===== src/shared/pfs_pkg.sv =====
// Shared constants and types of the program flow sequencer
package pfs_pkg;

  // Instruction and address widths
  localparam int unsigned WORD_W      = 16;
  localparam int unsigned MAX_ADDR_W  = 12;
  localparam int unsigned MIN_ADDR_W  = 10;
  localparam int unsigned PAGE_W      = 11;   // 2K steps per page
  localparam int unsigned STACK_DEPTH = 5;
  localparam int unsigned VEC_W       = 3;

  // Reset and interrupt vectors
  localparam logic [MAX_ADDR_W-1:0] VEC_RESET  = 12'h000;
  localparam logic [MAX_ADDR_W-1:0] VEC_SERIAL = 12'h001;
  localparam logic [MAX_ADDR_W-1:0] VEC_BASIC  = 12'h002;
  localparam logic [MAX_ADDR_W-1:0] VEC_TIMER1 = 12'h003;
  localparam logic [MAX_ADDR_W-1:0] VEC_TIMER0 = 12'h004;
  localparam logic [MAX_ADDR_W-1:0] VEC_EXTPIN = 12'h005;

  // Interrupt source codes on the request port
  localparam logic [VEC_W-1:0] SRC_SERIAL = 3'h1;
  localparam logic [VEC_W-1:0] SRC_BASIC  = 3'h2;
  localparam logic [VEC_W-1:0] SRC_TIMER1 = 3'h3;
  localparam logic [VEC_W-1:0] SRC_TIMER0 = 3'h4;
  localparam logic [VEC_W-1:0] SRC_EXTPIN = 3'h5;

  // Opcode fields: direct jump page 0 / page 1 and direct call
  localparam int unsigned   OPC_LSB      = 11;
  localparam int unsigned   PAGE_SEL_BIT = 12;
  localparam logic [4:0]    OPC_JMP_P0   = 5'h18;  // 0C000H..0C7FFH
  localparam logic [4:0]    OPC_JMP_P1   = 5'h1A;  // 0D000H..0D7FFH
  localparam logic [4:0]    OPC_CALL_DIR = 5'h1D;  // 0E800H..0EFFFH

  // Whole-word opcodes of the operand-free flow instructions
  localparam logic [WORD_W-1:0] OPW_JMP_IND  = 16'h00F1;
  localparam logic [WORD_W-1:0] OPW_CALL_IND = 16'h00F2;
  localparam logic [WORD_W-1:0] OPW_RET      = 16'h00F3;
  localparam logic [WORD_W-1:0] OPW_RET_SKIP = 16'h00F4;
  localparam logic [WORD_W-1:0] OPW_TBL_READ = 16'h00F5;

  // Instruction classes seen by the sequencer
  typedef enum logic [2:0] {
    PFS_CLS_OTHER, PFS_CLS_JMP_DIR, PFS_CLS_JMP_IND, PFS_CLS_CALL_DIR,
    PFS_CLS_CALL_IND, PFS_CLS_RET, PFS_CLS_RET_SKIP, PFS_CLS_TBL
  } pfs_class_e;

endpackage


===== src/shared/pfs_stack_if.sv =====
// Interface between the sequencer and its address stack
`timescale 1ns/1ps
interface pfs_stack_if #(parameter int unsigned ADDR_W = 12);
  logic              push;
  logic              pop;
  logic [ADDR_W-1:0] wdata;
  logic [ADDR_W-1:0] rdata;
  logic              empty;
  logic              full;

  modport seq (output push, output pop, output wdata,
               input rdata, input empty, input full);
  modport stk (input push, input pop, input wdata,
               output rdata, output empty, output full);
endinterface


===== src/rtl/pfs_addr_stack.sv =====
// Return address stack of the program flow sequencer
`timescale 1ns/1ps
module pfs_addr_stack #(
  parameter int unsigned ADDR_W = 12,
  parameter int unsigned DEPTH  = pfs_pkg::STACK_DEPTH
) (
  // Clock, enable and reset
  input  wire logic  clk_in,
  input  wire logic  ce_in,
  input  wire logic  rst_n_in,
  // Stack port
  pfs_stack_if.stk   stk
);

  localparam int unsigned CNT_W = $clog2(DEPTH + 1);

  logic [ADDR_W-1:0] mem [DEPTH];
  logic [CNT_W-1:0]  level;

  // Refuse a stack too shallow to nest anything
  initial begin
    if (DEPTH < 2) $error("pfs_addr_stack: DEPTH below 2");
  end

  // Fill level; push on full and pop on empty are ignored
  always_ff @(posedge clk_in or negedge rst_n_in) begin
    if (!rst_n_in) begin
      level <= '0;
    end else if (ce_in) begin
      if (stk.push && !stk.full) begin
        level <= level + CNT_W'(1);
      end else if (stk.pop && !stk.empty) begin
        level <= level - CNT_W'(1);
      end
    end
  end

  // Entry storage
  always_ff @(posedge clk_in) begin
    if (ce_in && stk.push && !stk.full) begin
      mem[level] <= stk.wdata;
    end
  end

  // Top of stack and status
  assign stk.empty = (level == '0);
  assign stk.full  = (level == CNT_W'(DEPTH));
  assign stk.rdata = stk.empty ? '0 : mem[level - CNT_W'(1)];

endmodule // pfs_addr_stack


===== src/rtl/pfs_decode.sv =====
// Instruction class decoder of the program flow sequencer
`timescale 1ns/1ps
module pfs_decode (
  // Fetched instruction word
  input  wire logic [pfs_pkg::WORD_W-1:0] word_in,
  // Decoded class
  output pfs_pkg::pfs_class_e             class_out
);

  logic [4:0] opc;

  assign opc = word_in[pfs_pkg::WORD_W-1:pfs_pkg::OPC_LSB];

  // Classify the word; anything else is left to the data path
  always_comb begin
    class_out = pfs_pkg::PFS_CLS_OTHER;
    if (opc == pfs_pkg::OPC_JMP_P0 || opc == pfs_pkg::OPC_JMP_P1) begin
      class_out = pfs_pkg::PFS_CLS_JMP_DIR;
    end else if (opc == pfs_pkg::OPC_CALL_DIR) begin
      class_out = pfs_pkg::PFS_CLS_CALL_DIR;
    end else if (word_in == pfs_pkg::OPW_JMP_IND) begin
      class_out = pfs_pkg::PFS_CLS_JMP_IND;
    end else if (word_in == pfs_pkg::OPW_CALL_IND) begin
      class_out = pfs_pkg::PFS_CLS_CALL_IND;
    end else if (word_in == pfs_pkg::OPW_RET) begin
      class_out = pfs_pkg::PFS_CLS_RET;
    end else if (word_in == pfs_pkg::OPW_RET_SKIP) begin
      class_out = pfs_pkg::PFS_CLS_RET_SKIP;
    end else if (word_in == pfs_pkg::OPW_TBL_READ) begin
      class_out = pfs_pkg::PFS_CLS_TBL;
    end
  end

endmodule // pfs_decode


===== src/rtl/pfs_sequencer.sv =====
// Program flow sequencer: fetch address, branches, calls, returns, table read
`timescale 1ns/1ps
module pfs_sequencer #(
  parameter int unsigned ADDR_W      = pfs_pkg::MAX_ADDR_W,
  parameter int unsigned STACK_DEPTH = pfs_pkg::STACK_DEPTH
) (
  // Clock, reset and enable
  input  wire logic                       clk_in,
  input  wire logic                       rst_n_in,
  input  wire logic                       ce_in,
  // Program memory read port
  output logic [ADDR_W-1:0]               rom_addr_out,
  output logic                            rom_rd_out,
  input  wire logic [pfs_pkg::WORD_W-1:0] rom_data_in,
  // Core data path
  input  wire logic [ADDR_W-1:0]          indirect_address_register_in,
  input  wire logic                       skip_in,
  output logic [pfs_pkg::WORD_W-1:0]      exec_word_out,
  output logic                            exec_valid_out,
  output logic                            exec_nop_out,
  // Table read result
  output logic [pfs_pkg::WORD_W-1:0]      data_buffer_word_out,
  output logic                            table_done_out,
  // Interrupt acceptance
  input  wire logic                       irq_req_in,
  input  wire logic [pfs_pkg::VEC_W-1:0]  irq_source_in,
  output logic                            irq_ack_out,
  // Stack misuse
  output logic                            stack_fault_out
);

  typedef enum logic {PFS_ST_EXEC, PFS_ST_TBL} pfs_state_e;

  // Refuse address widths that no memory variant has
  initial begin
    if (ADDR_W < pfs_pkg::MIN_ADDR_W || ADDR_W > pfs_pkg::MAX_ADDR_W) begin
      $error("pfs_sequencer: ADDR_W must be 10, 11 or 12");
    end
  end

  // Builds the direct jump target for this memory size
  function automatic logic [ADDR_W-1:0] jump_target(input logic [pfs_pkg::WORD_W-1:0] w);
    logic [pfs_pkg::MAX_ADDR_W-1:0] full;
    full = {w[pfs_pkg::PAGE_SEL_BIT], w[pfs_pkg::PAGE_W-1:0]};
    return full[ADDR_W-1:0];
  endfunction

  // Builds a page 0 target from an 11-bit operand
  function automatic logic [ADDR_W-1:0] page0_target(input logic [pfs_pkg::WORD_W-1:0] w);
    logic [pfs_pkg::MAX_ADDR_W-1:0] full;
    full = {1'b0, w[pfs_pkg::PAGE_W-1:0]};
    return full[ADDR_W-1:0];
  endfunction

  // Maps an interrupt source to its vector; zero means no valid source
  function automatic logic [pfs_pkg::MAX_ADDR_W-1:0] vector_of(
      input logic [pfs_pkg::VEC_W-1:0] src);
    unique case (src)
      pfs_pkg::SRC_SERIAL: vector_of = pfs_pkg::VEC_SERIAL;
      pfs_pkg::SRC_BASIC:  vector_of = pfs_pkg::VEC_BASIC;
      pfs_pkg::SRC_TIMER1: vector_of = pfs_pkg::VEC_TIMER1;
      pfs_pkg::SRC_TIMER0: vector_of = pfs_pkg::VEC_TIMER0;
      pfs_pkg::SRC_EXTPIN: vector_of = pfs_pkg::VEC_EXTPIN;
      default:             vector_of = pfs_pkg::VEC_RESET;
    endcase
  endfunction

  logic                           rst_meta;
  logic                           rst_n;
  logic [ADDR_W-1:0]              pc;
  logic [ADDR_W-1:0]              next_pc;
  logic [ADDR_W-1:0]              pc_plus1;
  pfs_state_e                     state;
  pfs_state_e                     next_state;
  logic                           skip_pend;
  logic                           next_skip;
  logic                           irq_take;
  logic                           vec_ok;
  logic                           executes;
  logic                           fault_now;
  logic [pfs_pkg::MAX_ADDR_W-1:0] vec_full;
  pfs_pkg::pfs_class_e            cls;

  pfs_stack_if #(.ADDR_W(ADDR_W)) stk_bus ();

  // Reset release through two flip-flops
  always_ff @(posedge clk_in or negedge rst_n_in) begin
    if (!rst_n_in) begin
      rst_meta <= 1'b0;
      rst_n    <= 1'b0;
    end else begin
      rst_meta <= 1'b1;
      rst_n    <= rst_meta;
    end
  end

  // Instruction class of the word now on the memory data input
  pfs_decode u_decode (
    .word_in   (rom_data_in),
    .class_out (cls)
  );

  // Return address stack
  pfs_addr_stack #(
    .ADDR_W (ADDR_W),
    .DEPTH  (STACK_DEPTH)
  ) u_stack (
    .clk_in   (clk_in),
    .ce_in    (ce_in),
    .rst_n_in (rst_n),
    .stk      (stk_bus.stk)
  );

  assign pc_plus1 = pc + ADDR_W'(1);
  assign vec_full = vector_of(irq_source_in);
  assign vec_ok   = (irq_source_in >= pfs_pkg::SRC_SERIAL) &&
                    (irq_source_in <= pfs_pkg::SRC_EXTPIN);

  // Interrupts enter only between instructions, never on a skipped slot
  assign irq_take = rst_n && ce_in && irq_req_in && vec_ok &&
                    (state == PFS_ST_EXEC) && !skip_pend;
  assign irq_ack_out = irq_take;

  // The fetched word takes its execute slot in this cycle, as a no-op when a skip is pending
  assign executes = (state == PFS_ST_EXEC) && !irq_take;

  // Next fetch address, stack traffic and state
  always_comb begin
    next_pc            = pc_plus1;
    next_state         = PFS_ST_EXEC;
    next_skip          = 1'b0;
    stk_bus.push       = 1'b0;
    stk_bus.pop        = 1'b0;
    stk_bus.wdata      = pc_plus1;
    if (state == PFS_ST_TBL) begin
      // Second cycle: free the level and go back past the table read
      stk_bus.pop = 1'b1;
      next_pc     = stk_bus.rdata;
    end else if (irq_take) begin
      // The interrupted instruction runs again after the return
      stk_bus.push  = 1'b1;
      stk_bus.wdata = pc;
      next_pc       = vec_full[ADDR_W-1:0];
    end else if (skip_pend) begin
      next_pc = pc_plus1;
    end else begin
      next_skip = skip_in && (cls == pfs_pkg::PFS_CLS_OTHER);
      unique case (cls)
        pfs_pkg::PFS_CLS_JMP_DIR: begin
          next_pc = jump_target(rom_data_in);
        end
        pfs_pkg::PFS_CLS_JMP_IND: begin
          next_pc = indirect_address_register_in;
        end
        pfs_pkg::PFS_CLS_CALL_DIR: begin
          stk_bus.push = 1'b1;
          next_pc      = page0_target(rom_data_in);
        end
        pfs_pkg::PFS_CLS_CALL_IND: begin
          stk_bus.push = 1'b1;
          next_pc      = indirect_address_register_in;
        end
        pfs_pkg::PFS_CLS_RET: begin
          stk_bus.pop = 1'b1;
          next_pc     = stk_bus.rdata;
        end
        pfs_pkg::PFS_CLS_RET_SKIP: begin
          stk_bus.pop = 1'b1;
          next_pc     = stk_bus.rdata;
          next_skip   = 1'b1;
        end
        pfs_pkg::PFS_CLS_TBL: begin
          // First cycle: hold the return point, fetch the table word
          stk_bus.push = 1'b1;
          next_pc      = indirect_address_register_in;
          next_state   = PFS_ST_TBL;
        end
        pfs_pkg::PFS_CLS_OTHER: begin
          next_pc = pc_plus1;
        end
      endcase
    end
  end

  // A push into a full stack or a pop from an empty one
  assign fault_now = (stk_bus.push && stk_bus.full) || (stk_bus.pop && stk_bus.empty);

  // Program counter, the fetch address; starts at the reset vector
  always_ff @(posedge clk_in or negedge rst_n) begin
    if (!rst_n) begin
      pc <= pfs_pkg::VEC_RESET[ADDR_W-1:0];
    end else if (ce_in) begin
      pc <= next_pc;
    end
  end

  // Sequencing state and pending skip
  always_ff @(posedge clk_in or negedge rst_n) begin
    if (!rst_n) begin
      state     <= PFS_ST_EXEC;
      skip_pend <= 1'b0;
    end else if (ce_in) begin
      state     <= next_state;
      skip_pend <= next_skip;
    end
  end

  // Executed word reported to the data path one cycle later
  always_ff @(posedge clk_in or negedge rst_n) begin
    if (!rst_n) begin
      exec_word_out  <= 16'h0000;
      exec_valid_out <= 1'b0;
      exec_nop_out   <= 1'b0;
    end else if (ce_in) begin
      exec_word_out  <= rom_data_in;
      exec_valid_out <= executes;
      exec_nop_out   <= executes && skip_pend;
    end
  end

  // Table word captured in the second cycle of the table read
  always_ff @(posedge clk_in or negedge rst_n) begin
    if (!rst_n) begin
      data_buffer_word_out <= 16'h0000;
      table_done_out       <= 1'b0;
    end else if (ce_in) begin
      table_done_out <= (state == PFS_ST_TBL);
      if (state == PFS_ST_TBL) begin
        data_buffer_word_out <= rom_data_in;
      end
    end
  end

  // Stack misuse pulse
  always_ff @(posedge clk_in or negedge rst_n) begin
    if (!rst_n) begin
      stack_fault_out <= 1'b0;
    end else if (ce_in) begin
      stack_fault_out <= fault_now;
    end
  end

  // Memory port: read only, one word per address
  assign rom_addr_out = pc;
  assign rom_rd_out   = rst_n && ce_in;

endmodule // pfs_sequencer


===== config.mk =====
export PLATFORM = sky130hd
export DESIGN_NAME = pfs_sequencer
export DESIGN_NICKNAME = d
export VERILOG_FILES = /design/src/shared/pfs_pkg.sv /design/src/shared/pfs_stack_if.sv /design/src/rtl/pfs_addr_stack.sv /design/src/rtl/pfs_decode.sv /design/src/rtl/pfs_sequencer.sv
export SDC_FILE = /design/constraint.sdc
export NUM_CORES = 1
export LEC_CHECK = 0
export BUFFER_PORTS_ARGS = -buffer_cell sky130_fd_sc_hd__buf_4
export CAP_MARGIN = 5
export CORE_UTILIZATION = 51
export DETAILED_ROUTE_END_ITERATION = 8
export GPL_ROUTABILITY_DRIVEN = 0
export MAX_ROUTING_LAYER = met4
export PLACE_DENSITY = 0.76
export SETUP_SLACK_MARGIN = 0.05
export SYNTH_ARGS = -nofsm -noshare
export SYNTH_HDL_FRONTEND = slang
export SYNTH_SLANG_ARGS = --single-unit

===== constraint.sdc =====
create_clock -name clk_in -period 2.7 [get_ports clk_in]
set_input_delay 0.405 -clock clk_in [delete_from_list [all_inputs] [get_ports clk_in]]
set_output_delay 0.405 -clock clk_in [all_outputs]
set_load 0.005 [all_outputs]

# ---- Word level (Yosys, flattened, before mapping)
# Memory sizes are Yosys's and may differ from the RTL's.
# Cells that the tools add are included.
dict set report totals {
  input_bits 36
  regBits 55
  word_cells 104
  out_inout_bits 50
  mem_count 1
  ram_bits 60
}
dict set report classes {
  n_eq_ne 21
  bitwise_logic 1
  n_mux 35
  n_lt_le_gt_ge 2
  add_sub_neg 3
  n_reduce_logical 29
}
# memory words width read_ports rd_ports_with_merged_regs write_ports line
set mem_list {}
lappend mem_list {u_stack.mem 5 12 1 0 1 pfs_addr_stack.sv:17} ;# logic [ADDR_W-1:0] mem [DEPTH];
# operator n
set op_table {}
lappend op_table {{$eq A16 B8 Y1 const B} 5}
lappend op_table {{$mux W12} 6}
lappend op_table {{$pmux W12 S5} 1}
lappend op_table {{$mux W3} 9}
lappend op_table {{$eq A3 B3 Y1 const B} 7}
lappend op_table {{$mux W1} 18}
lappend op_table {{$eq A5 B5 Y1 const B} 3}
lappend op_table {{$logic_and A1 B1 Y1} 15}
lappend op_table {{$pmux W3 S5} 1}
lappend op_table {{$add A12 B1 Y12 const B} 1}
lappend op_table {{$eq A3 B2 Y1 const B} 4}
lappend op_table {{$eq A3 B1 Y1 const B} 2}
lappend op_table {{$logic_not A3 Y1} 2}
lappend op_table {{$reduce_or A3 Y1} 2}
lappend op_table {{$logic_not A1 Y1} 4}
lappend op_table {{$reduce_and A2 Y1} 2}
lappend op_table {{$add A3 B1 Y3 const B} 1}
lappend op_table {{$ge A3 B1 Y1 const B} 1}
lappend op_table {{$le A3 B3 Y1 const B} 1}
lappend op_table {{$sub A3 B1 Y3 const B} 1}
lappend op_table {{$logic_or A1 B1 Y1} 2}
lappend op_table {{$reduce_bool A2 Y1} 1}
lappend op_table {{$reduce_or A2 Y1} 1}
lappend op_table {{$not A1 Y1} 1}

# ---- Longest topological paths before layout
# Gate-level depths: netlist of the first run.
dict set report logic_depth {
  ltp_word 18
  ltp_mapped 11
  depth_no_buf 8
}

# ---- By module
# From an unflattened synthesis of the first run, not the netlist that was laid out.
dict set report hier_totals {
  cells_unflattened 506
  hier_area_um2 5785.5
}
# mod area_per_inst_um2 seq_area_each_um2 cells_each instances
set by_module_without_submodules {}
lappend by_module_without_submodules {pfs_sequencer 3047.9 1301.2 337 1}
lappend by_module_without_submodules {pfs_addr_stack 2616.3 1876.8 153 1}
lappend by_module_without_submodules {pfs_decode 121.4 0.0 16 1}

# ---- Worst setup path after synthesis of the first run
# OpenSTA, ideal clock, no wires.
dict set report synth_path {
  path_kind {register to register}
  start {register rst_n}
  end {memory u_stack.mem[4][0] (enable)}
  required_time_ns 2.288
  setup_slack_ns -1.529
  path_stages_with_launch 9
  path_buffers 1
  setup_time_ns 0.412
  t_arrival_ns 3.816
  synth_period_minus_slack_ns 4.229
  path_cell_list {dfrtp_1 nand2_1 nor3_4 nand2b_1 buf_6 clkinv_2 a211o_1 nand2_1 nor4_1}
}
dict set report synth_via {
  elab_chain_len 11
}
# item line
set synth_lines {}
lappend synth_lines {{from (decl)} pfs_sequencer.sv:69} ;# logic rst_n;
lappend synth_lines {{from (signal assigned)} pfs_sequencer.sv:93} ;# rst_n <= rst_meta;
lappend synth_lines {{$logic_and A1 B1 Y1 (4 in a row)} pfs_sequencer.sv:120} ;# assign irq_take = rst_n && ce_in && irq_req_in && vec_ok &&
lappend synth_lines {{$logic_and A1 B1 Y1} pfs_sequencer.sv:121} ;# (state == PFS_ST_EXEC) && !skip_pend;
lappend synth_lines {{$mux W1} pfs_sequencer.sv:139} ;# end else if (irq_take) begin
lappend synth_lines {{$mux W1} pfs_sequencer.sv:135} ;# if (state == PFS_ST_TBL) begin
lappend synth_lines {{$logic_and A1 B1 Y1 (2 in a row)} pfs_addr_stack.sv:40} ;# if (ce_in && stk.push && !stk.full) begin
lappend synth_lines {{$mux W1} pfs_addr_stack.sv:40}
lappend synth_lines {{$mux W1 (implied by the code)} pfs_addr_stack.sv:41} ;# mem[level] <= stk.wdata;
lappend synth_lines {{to (decl)} pfs_addr_stack.sv:17}
# Every way passes these cells.

# ---- Worst setup path after layout of the first run
dict set report layout_path {
  start {register skip_pend}
  end {output port irq_ack_out}
}
dict set report layout_via {
  elab_chain_len 2
}
# item line
set layout_lines {}
lappend layout_lines {{from (decl)} pfs_sequencer.sv:75} ;# logic skip_pend;
lappend layout_lines {{from (signal assigned)} pfs_sequencer.sv:204} ;# skip_pend <= next_skip;
lappend layout_lines {{$logic_not A1 Y1} pfs_sequencer.sv:121}
lappend layout_lines {{$logic_and A1 B1 Y1} pfs_sequencer.sv:121}
lappend layout_lines {{to (decl)} pfs_sequencer.sv:27} ;# output logic irq_ack_out,
# Every way passes these cells.

==> impl_results.md, run 1 <==
* Fin area at 0.00724 mm^2
* Number of synthesized flops with an enable pin at 60
* RSZ-0062 raised after global routing: false
* P per Cell Area at 865 mW/mm^2
* Setup CP Type: flip-flop to primary output
* Met2 Resource Use GR at 0.448
* Num rows at 38
* Initial core utilization at 0.523
* Register share of total power at 0.363
* Crit path buf inv count at 3
* Post-CTS Setup Inserts at 0
* Sw Share at 0.324
* Via count at 4568
* Port Buffers at 85
* Die height at 107 um
* CP delay by family, top: simple AND/OR/NAND/NOR gates
* Vias in the first global route at 4530
* Slew headroom at 0.530
* Logic pwr share at 0.286
* Final WL at 15.2 mm
* Area Overhead vs Synth at 28.3%
* Leakage at 3.03 nW
* Maximum clock insertion buffer count at 2
* CTS tree: built
* Ys flop type: edfxtp_1
* Sequential cell area at 0.00318 mm^2
* Internal power consumption at 4.24 mW
* Max-cap violations at 0
* Initial antenna violation count at 0
* Nets at 632
* Compound-cell area share of the yosys netlist at 0.115
* First-pass GRT wire length at 23.8 mm
* Max H-tree Level at 4
* Synth Area in XOR/XNOR at 0.0357
* Critical Path RT at 2.30 ns
* Initial DRC count at 378
* Post-Syn Area at 0.00565 mm^2
* Multi-input logic area at 0.00234 mm^2
* Seq/Total Area, Yosys at 0.563
* Grt met1 use at 0.366
* CP peak stage delay at 0.45 ns
* Final setup TNS at 0 ns
* Initial DRT Pass Iterations at 5
* Cells after Synth at 481
* Reg2Reg Setup Slack at 0.31 ns
* Die width at 107 um
* Reg2reg start: skip_pend
* Combinational family with the most area after synthesis: simple AND/OR/NAND/NOR gates
* Largest net degree at the start of global routing at 55
* Synthesized net count at 522
* Global route hottest layer: met2
* Min-Delay Startpoint: rom_data_in[4]
* Flip-flop and latch count after synthesis at 115
* Placed Instance Area at 0.00665 mm^2
* CP dominant cell by count: buf_4
* WP data arrival at 2.10 ns
* Setup Skew at 0.0113 ns
* GRT Util Overall at 0.289
* Peak Freq at 399 MHz
* Worst skew pair latency at 0.53 ns
* GR Util met3 at 0.0681
* CTS Buf Count at 17
* VDD IR max at 0.000530 V
* Reg2reg path depth at 9
* WHS Endpoint: data_buffer_word_out[4]
* Core box area at 0.0108 mm^2
* Setup crit end kind: primary output
* Final WS setup at 0.193 ns
* Post-DP HPWL at 10.7 mm
* Root buffer cell: clkbuf_8
* Actual slew at the worst max-slew pin at 0.705 ns
* Layout cells sized above 1 at 0.338
* Sink Count at 115
* Distinct cells, synth at 70
* Crit path max fanout at 12
* Worst r2r dst: u_stack.mem[0][11]
* Outcome: finished, final reports clean
* Hold Path Depth at 3
* Fillers at 766
* Die area at 0.0115 mm^2
* Clock power share at 0.352
* Post-synth ARST share at 0.478
* Final min period at 2.51 ns
* GR Overflow Total at 0
* Pre-CTS setup slack at 0.00158 ns
* Final setup vio count at 0
* Critical Path Start Type: flip-flop
* Worst min path class: input port to flip-flop
* Hold Vio Cnt, Final at 0
* Post-synthesis adder-cell area fraction at 0.0111
* Max Slew Vio Count at 0
* Mux contribution to synthesized area at 0.104
* Switching power at 2.03 mW
* Drt drc at 0
* Syn. warnings at 0
* CP max stage cell: or3b_4
* Drt via density at 6.14
* Io pins at 86
* Post-Synth Simple-Gate Area at 0.140
* CTS clk-pin slew, worst paths at 0.06 ns
* Final critical-path share of the clock period at 0.929
* Synth Area per Inst at 11.7 um^2
* Crit-path cells: or3b_4 > nor3_4 > nand2b_1 > clkinv_4 > buf_4 > buf_4
* Antenna cells at 0
* DR WL/cell at 20.4 um
* Detail Route Antenna Nets at 0
-- worst register-to-register path, stage by stage (launching register included) --
cell and delay [ns]:
dfrtp_1 0.38, or3b_4 0.45, nor3_4 0.16, nand2b_1 0.16
clkinv_4 0.08, a211o_1 0.18, nand4b_1 0.13, buf_4 0.19
nor3_4 0.18, buf_4 0.19
-- repair_timing --
item / CTS / global route
resized for setup: 0 / 0
hold endpoints to repair: 2 / 0
hold buffers: 1 / 0
-- how the worst max path moves through the flow --
| stage | from | end | slack, ns | depth (start not counted) |
|---|---|---|---|---|
| after floorplan | rst_n | u_stack.mem[1][0] | -0.08 | 8 |
| after global placement | rom_data_in[14] | u_stack.mem[0][7] | 0.11 | 10 |
| after detailed placement | rom_data_in[14] | u_stack.mem[3][9] | 0.002 | 10 |
| after CTS | skip_pend | irq_ack_out | 0.18 | 6 |
| after global routing | skip_pend | irq_ack_out | 0.12 | 6 |
| final | skip_pend | irq_ack_out | 0.19 | 6 |
-- metal layers --
metal  up-vias  part of all wire  wire [um]
met2       260              0.50       7550
met5         -                 0          0
met4         0             0.023        354
met1      2254              0.40       6120
li1       2014                 -          -
met3        40             0.076       1150
-- sequential cells by signal, summed over array words and instances, names as in the netlist, 3 cells and up --
register	flops
rom_addr_out	12
u_stack.mem	60
data_buffer_word_out	16
u_stack.level	3
exec_word_out	16
-- layout make-up --
type / count / share of cell area
clock buffers: 17 / 0.0572
repair buffers: 122 / 0.127
well taps: 140 / 0.0242
multi-input cells: 326 / 0.324
inverters: 9 / 0.00536
flip-flops and latches: 115 / 0.439
clock inverters: 15 / 0.0235
-- cell families after synthesis --
kind of cell | Yosys count
xor gates and xnor gates | 23
other | 1
buffers and inverters | 40
AOI/OAI and AO/OA | 89
and+or+nand+nor | 167
DFF | 115
muxes | 41
adders and majority gates | 5
-- layout by cell type (no fill, tap or decap), types with 5 or more instances in the layout --
cell       Yosys  routed
mux2i_1        8       8
mux2_2        21      21
xor2_1        10      10
mux4_2        12      12
inv_6          0       7
a221o_1        7       7
o21ai_0       15      15
ha_1           5       5
buf_4          1     121
xnor2_1       13      13
dfrtp_1       55      54
nand2_1       81      80
clkbuf_16      0      16
a31oi_1        6       6
a221oi_1       8       8
nor2_1        28      28
inv_1          8       8
nor3_1        12       8
a21oi_1       18      18
edfxtp_1      60      60
nand3_1        8       8
-- Yosys cell counts (2+ instances only) --
| master | count | area (um^2) |
|---|---|---|
| inv_1 | 8 | 30.0 |
| or2_2 | 2 | 12.5 |
| a32o_1 | 3 | 30.0 |
| nor4_1 | 4 | 25.0 |
| a31oi_1 | 6 | 37.5 |
| mux2i_1 | 8 | 80.1 |
| o211ai_1 | 4 | 30.0 |
| and2_1 | 4 | 25.0 |
| a21oi_1 | 18 | 90.1 |
| a221oi_1 | 8 | 70.1 |
| buf_2 | 8 | 40.0 |
| nand2b_1 | 3 | 18.8 |
| ha_1 | 5 | 62.6 |
| nor2b_1 | 3 | 18.8 |
| mux4_2 | 12 | 270 |
| a31o_2 | 2 | 17.5 |
| xor2_1 | 10 | 87.6 |
| dfrtp_1 | 55 | 1380 |
| a22oi_1 | 2 | 15.0 |
| nand4_1 | 3 | 18.8 |
| nand3_1 | 8 | 40.0 |
| nor2_1 | 28 | 105 |
| a211oi_1 | 2 | 15.0 |
| and3_1 | 3 | 18.8 |
| nor3_1 | 12 | 60.1 |
| a221o_1 | 7 | 70.1 |
| nor4b_1 | 2 | 17.5 |
| a21o_1 | 3 | 22.5 |
| o211a_1 | 2 | 20.0 |
| clkbuf_1 | 19 | 71.3 |
| o21ai_0 | 15 | 75.1 |
| xnor2_1 | 13 | 114 |
| edfxtp_1 | 60 | 1800 |
| or4_1 | 3 | 22.5 |
| mux2_2 | 21 | 236 |
| nand2_1 | 81 | 304 |
-- power by group through the flow --
stage | sequential, mW | combinational [mW] | clock, mW
floorplan | 2.26 | 1.16 | 0
global placement | 2.29 | 1.72 | 0
detailed placement | 2.30 | 1.76 | 0
CTS | 2.27 | 1.78 | 2.22
global route | 2.29 | 1.91 | 2.29
finish | 2.27 | 1.79 | 2.20
-- stage by stage --
step | util | total power [mW] | hold slack, ns | instances
6_report | 0.671 | 6.27 | 0.107 | 744
5_1_grt | 0.671 | 6.49 | 0.0882 | 744
4_1_cts | 0.671 | 6.27 | 0.0812 | 744
3_5_place_dp | 0.616 | 4.06 | 0.189 | 711
3_3_place_gp | 0.616 | 4.01 | 0.189 | 711
2_1_floorplan | - | 3.42 | 0.109 | 481
Power figures use the tool's default switching activity.
==> run 2, diff against run 1 <==
CORE_UTILIZATION = 50   (was 51)
PLACE_DENSITY = 0.74   (was 0.76)
==> run 2 against run 1 <==
  * Sequential cell count unchanged
  * Total power shrank 0.84%
  * Design area down 0.22%
  * Die area up 2.0%
  * Sequential share of layout area is 0.099 points higher
  * Critical path type unchanged
  * Critical endpoint unchanged
  * Largest cell class unchanged
  * Highest routed layer unchanged
==> impl_results.md, run 2 (synthesized netlist as in run 1, its figures left out) <==
* Outcome: finished, final reports clean
* Maximum clock insertion buffer count at 2
* Io pins at 86
* Hold Vio Cnt, Final at 0
* Max H-tree Level at 4
* Post-CTS sizing at 0
* Max Slew Vio Count at 0
* Die area at 0.0117 mm^2
* Top Registers: u_stack.mem: 60 flops, data_buffer_word_out: 16 flops, exec_word_out: 16 flops
* CTS clk-pin slew, worst paths at 0.05 ns
* Most common cell after layout, fill and taps aside: buf_4
* Top reg by flops: u_stack.mem
* DR WL/cell at 20.0 um
* Final setup vio count at 0
* Sw Share at 0.303
* Critical Path Stages at 6
* CTS Buf Count at 17
* Initial DRT Pass Iterations at 5
* First-pass GRT wire length at 24.1 mm
* Initial antenna violation count at 0
* WP data arrival at 2.00 ns
* Layout cells sized above 1 at 0.327
* RSZ-0062 raised after global routing: false
* VDD IR max at 0.000515 V
* Post-DP HPWL at 10.7 mm
* Final Util at 0.661
* Max FFs per register at 60
* Final WS setup at 0.296 ns
* Worst min path class: input port to flip-flop
* Placed Instance Area at 0.00664 mm^2
* Area Overhead vs Synth at 28.0%
* Crit path buf inv count at 3
* Reg2reg path depth at 9
* Root buffer cell: clkbuf_16
* CP delay by family, top: simple AND/OR/NAND/NOR gates
* CP max stage cell: or3b_4
* Layout Cells excl Fill at 743
* Core box area at 0.0109 mm^2
* Nets at 631
* Worst skew pair latency at 0.43 ns
* GRT Util Overall at 0.289
* GR Overflow Total at 0
* Setup CP Type: flip-flop to primary output
* Critical Path RT at 2.30 ns
* Critical Path Start Type: flip-flop
* Antenna cells at 0
* Detail Route Antenna Nets at 0
* Crit-path cells: or3b_4 > nor3_4 > nand2b_1 > clkinv_4 > buf_4 > buf_4
* Clock power share at 0.351
* P per Cell Area at 860 mW/mm^2
* Crit path max fanout at 12
* Met2 Resource Use GR at 0.419
* Final min period at 2.40 ns
* Sink Count at 115
* Grt met1 use at 0.382
* CP peak stage delay at 0.45 ns
* Switching power at 1.88 mW
* Setup Skew at 0.0204 ns
* Initial core utilization at 0.516
* Via count at 4499
* Internal power consumption at 4.33 mW
* Largest net degree at the start of global routing at 55
* Leakage at 3.04 nW
* Initial DRC count at 315
* Peak Freq at 416 MHz
* Slew headroom at 0.528
* Port Buffers at 85
* Setup crit end kind: primary output
* Commonest cells after routing, fill and taps aside: buf_4 (120), nand2_1 (80), edfxtp_1 (60)
* Fin area at 0.00723 mm^2
* Cells after DPL at 710
* Register share of total power at 0.366
* Actual slew at the worst max-slew pin at 0.708 ns
* Drt drc at 0
* Final critical-path share of the clock period at 0.891
* Logic pwr share at 0.284
* Global route hottest layer: met2
* Pre-CTS setup slack at 0.0877 ns
* CP dominant cell by count: buf_4
* Vias in the first global route at 4550
* Die width at 108 um
* Drt via density at 6.06
* Hold Path Depth at 3
* Num rows at 38
* Final WL at 14.9 mm
* CTS tree: built
* GR Util met3 at 0.0597
* Die height at 108 um
* Max-cap violations at 0
run 2: area by class of cell:
type | instances | area [um^2]
fillers | 823 | 3710
flip-flops and latches | 115 | 3180
multi-input cells | 326 | 2340
repair buffers | 121 | 911
clock buffers | 20 | 437
well taps | 140 | 175
clock inverters | 12 | 139
inverters | 9 | 38.8
run 2: worst paths after layout:
path                                 from                 endpoint  slack [ns]
max                             skip_pend              irq_ack_out        0.30
min                        rom_data_in[5]  data_buffer_word_out[5]        0.21
max reg2reg                     skip_pend        u_stack.mem[0][2]        0.31
min reg2reg                      rst_meta                    rst_n        0.35
max in group asynchronous           rst_n          rom_addr_out[0]        1.67
min in group asynchronous        rst_n_in                    rst_n        0.29
run 2: power by group through the flow:
stage	Combinational (mW)	Clock, mW	Sequential [mW]
after floorplan	1.16	0	2.26
after global placement	1.71	0	2.29
after detailed placement	1.75	0	2.30
after CTS	1.77	2.20	2.27
after global routing	1.90	2.27	2.29
final	1.76	2.18	2.27
run 2: worst reg2reg max path, delay by kind of cell (launching register included):
family / cells / cell delay, ns
AO/OA/AOI/OAI: 1 / 0.17
AND/OR/NAND/NOR: 5 / 1.10
buffers and inverters: 3 / 0.45
flip-flops: 1 / 0.38
run 2: per-stage QoR:
step	power [mW]	hold slack (ns)	setup TNS, ns
floorplan	3.42	0.109	-2.79
global placement	4.00	0.189	0
detailed placement	4.05	0.192	0
CTS	6.23	0.200	0
global route	6.46	0.219	0
finish	6.21	0.205	0
run 2: timing repair:
item,4_1_cts,5_1_grt
hold buffers,1,0
hold endpoints to repair,2,0
buffers inserted,0,0
run 2: metal layers:
metal | wire (um) | share of wire | up-vias
li1 | - | - | 2006
met1 | 6340 | 0.43 | 2247
met2 | 7120 | 0.48 | 196
met3 | 871 | 0.059 | 50
met4 | 541 | 0.036 | 0
met5 | 0 | 0 | -
==> run 3, diff against run 2 <==
CORE_MARGIN = 3   (was not set)
==> run 3 against run 2 <==
  * Via count is 0.78% lower
  * Critical path depth grew 3
  * Maximum frequency fell by 0.46%
  * Critical path type is now flip-flop to flip-flop
  * Sequential share of layout area down 0.23 points
  * Design area increased by 0.52%
==> impl_results.md, run 3 (synthesized netlist as in run 1, its figures left out) <==
* Outcome: finished, final reports clean
* Io pins at 86
* Final Util at 0.664
* CTS tree: built
* CP peak stage delay at 0.46 ns
* Reg2Reg Setup Slack at 0.28 ns
* CTS Buf Count at 17
* RSZ-0062 raised after global routing: false
* Setup CP Type: flip-flop to flip-flop
* Commonest cells after routing, fill and taps aside: buf_4 (115), nand2_1 (80), edfxtp_1 (60)
* Final setup vio count at 0
* Sw Share at 0.308
* Setup Skew at 0.00584 ns
* Critical Path Stages at 9
* P per Cell Area at 863 mW/mm^2
* VDD IR max at 0.000462 V
* Fillers at 791
* Critical Path Start Type: flip-flop
* Initial core utilization at 0.516
* CP delay by family, top: simple AND/OR/NAND/NOR gates
* Core box area at 0.0109 mm^2
* Area Overhead vs Synth at 28.6%
* Internal power consumption at 4.34 mW
* Layout cells sized above 1 at 0.329
* Hold Slack at 0.215 ns
* Drt via density at 6.02
* DR WL/cell at 20.5 um
* Detail Route Antenna Nets at 0
* Max FFs per register at 60
* Reg2reg start: skip_pend
* Top reg by flops: u_stack.mem
* Setup crit end: u_stack.mem[3][6]
* Max H-tree Level at 4
* Worst Setup SP: skip_pend
* Reg2reg path depth at 9
* Maximum clock insertion buffer count at 2
* Final critical-path share of the clock period at 0.895
* CP max stage cell: or3b_4
* Most common cell after layout, fill and taps aside: buf_4
* Sink Count at 115
* Die width at 112 um
* Die height at 112 um
* Worst skew pair latency at 0.41 ns
* Switching power at 1.93 mW
* Largest net degree at the start of global routing at 55
* GRT Util Overall at 0.259
* Initial DRT Pass Iterations at 5
* Initial DRC count at 470
* Max-cap violations at 0
* Logic pwr share at 0.282
* WP data arrival at 2.53 ns
* Critical Path RT at 2.81 ns
* CTS clk-pin slew, worst paths at 0.05 ns
* Peak Freq at 414 MHz
* Antenna cells at 0
* Via count at 4464
* GR Overflow Total at 0
* CP dominant cell by count: buf_4
* Vias in the first global route at 4442
* Slew headroom at 0.437
* Multi-input logic area at 0.00234 mm^2
* Drt drc at 0
* Actual slew at the worst max-slew pin at 0.844 ns
* Setup crit end kind: flip-flop
* Design Power at 6.27 mW
* Root buffer cell: clkbuf_16
* First-pass GRT wire length at 24.4 mm
* Leakage at 3.03 nW
* Num rows at 38
* Crit path max fanout at 9
* Worst min path class: input port to flip-flop
* Final WL at 15.2 mm
* Die area at 0.0126 mm^2
* Final min period at 2.42 ns
* Top Registers: u_stack.mem: 60 flops, data_buffer_word_out: 16 flops, exec_word_out: 16 flops
* Nets at 629
* Post-DP HPWL at 10.6 mm
* Initial antenna violation count at 0
* Crit-path cells: or3b_4 > nor3_4 > nand2b_1 > clkinv_4 > a211o_1 > nand4b_1 > buf_4 > nor3_2 > buf_4
* Max Slew Vio Count at 0
* Worst r2r dst: u_stack.mem[3][6]
* Final setup TNS at 0 ns
* Crit path buf inv count at 3
* Register share of total power at 0.363
* Clock power share at 0.355
* Sequential cell area at 0.00318 mm^2
* Port Buffers at 85
* Hold Vio Cnt, Final at 0
==> run 3: changes by cell type in the layout (fill, tap and decap cells not counted), sizes merged <==
cell and delta:
clkbuf -3, clkinvlp +3, buf -2, clkinv -1
inv +1
==> run 3: what timing repair did <==
item	CTS	global route
hold endpoints to repair	2	0
resized for setup	0	0
hold buffers	1	0
setup buffers	0	0
==> run 3: worst min path at each step <==
stage / from / to / depth (start not counted)
detailed placement: rst_n_in / rst_meta / 1
finish: rom_data_in[5] / data_buffer_word_out[5] / 3
CTS: rom_data_in[15] / data_buffer_word_out[15] / 3
global route: rom_data_in[15] / data_buffer_word_out[15] / 3
global placement: rst_n_in / rst_meta / 1
floorplan: rst_n_in / rst_meta / 0
==> run 3: layout make-up <==
cell class / instances / area share
clock inverters: 15 / 0.0227
flip-flops and latches: 115 / 0.438
repair buffers: 119 / 0.129
multi-input cells: 326 / 0.323
inverters: 9 / 0.00534
well taps: 140 / 0.0241
clock buffers: 17 / 0.0586
==> run 3: routing by layer <==
metal  global-route usage  wire [um]  up-vias
li1                     -          -     2011
met1                0.354       6390     2227
met2                0.391       7330      193
met3               0.0480       1100       33
met4               0.0954        371        0
met5                    -          0        -
==> run 3: metrics by stage <==
| stage | cell area [um^2] | instances | setup slack (ns) |
|---|---|---|---|
| CTS | 7260 | 741 | 0.283 |
| detailed placement | 6660 | 708 | 0.0590 |
| global route | 7260 | 741 | 0.157 |
| global placement | 6660 | 708 | 0.0859 |
| floorplan | 5710 | 481 | -0.0776 |
| finish | 7260 | 741 | 0.284 |
==> run 3: worst min-delay path: cells and delay by family <==
family,cells,cell delay (ns)
buf+inv,1,0.10
simple gates,2,0.09
==> run 3: power groups by stage <==
stage          combinational [mW]  clock [mW]  sequential (mW)
2_1_floorplan                1.16           0             2.26
3_3_place_gp                 1.71           0             2.29
3_5_place_dp                 1.75           0             2.30
4_1_cts                      1.77        2.26             2.27
5_1_grt                      1.92        2.34             2.29
6_report                     1.77        2.23             2.28
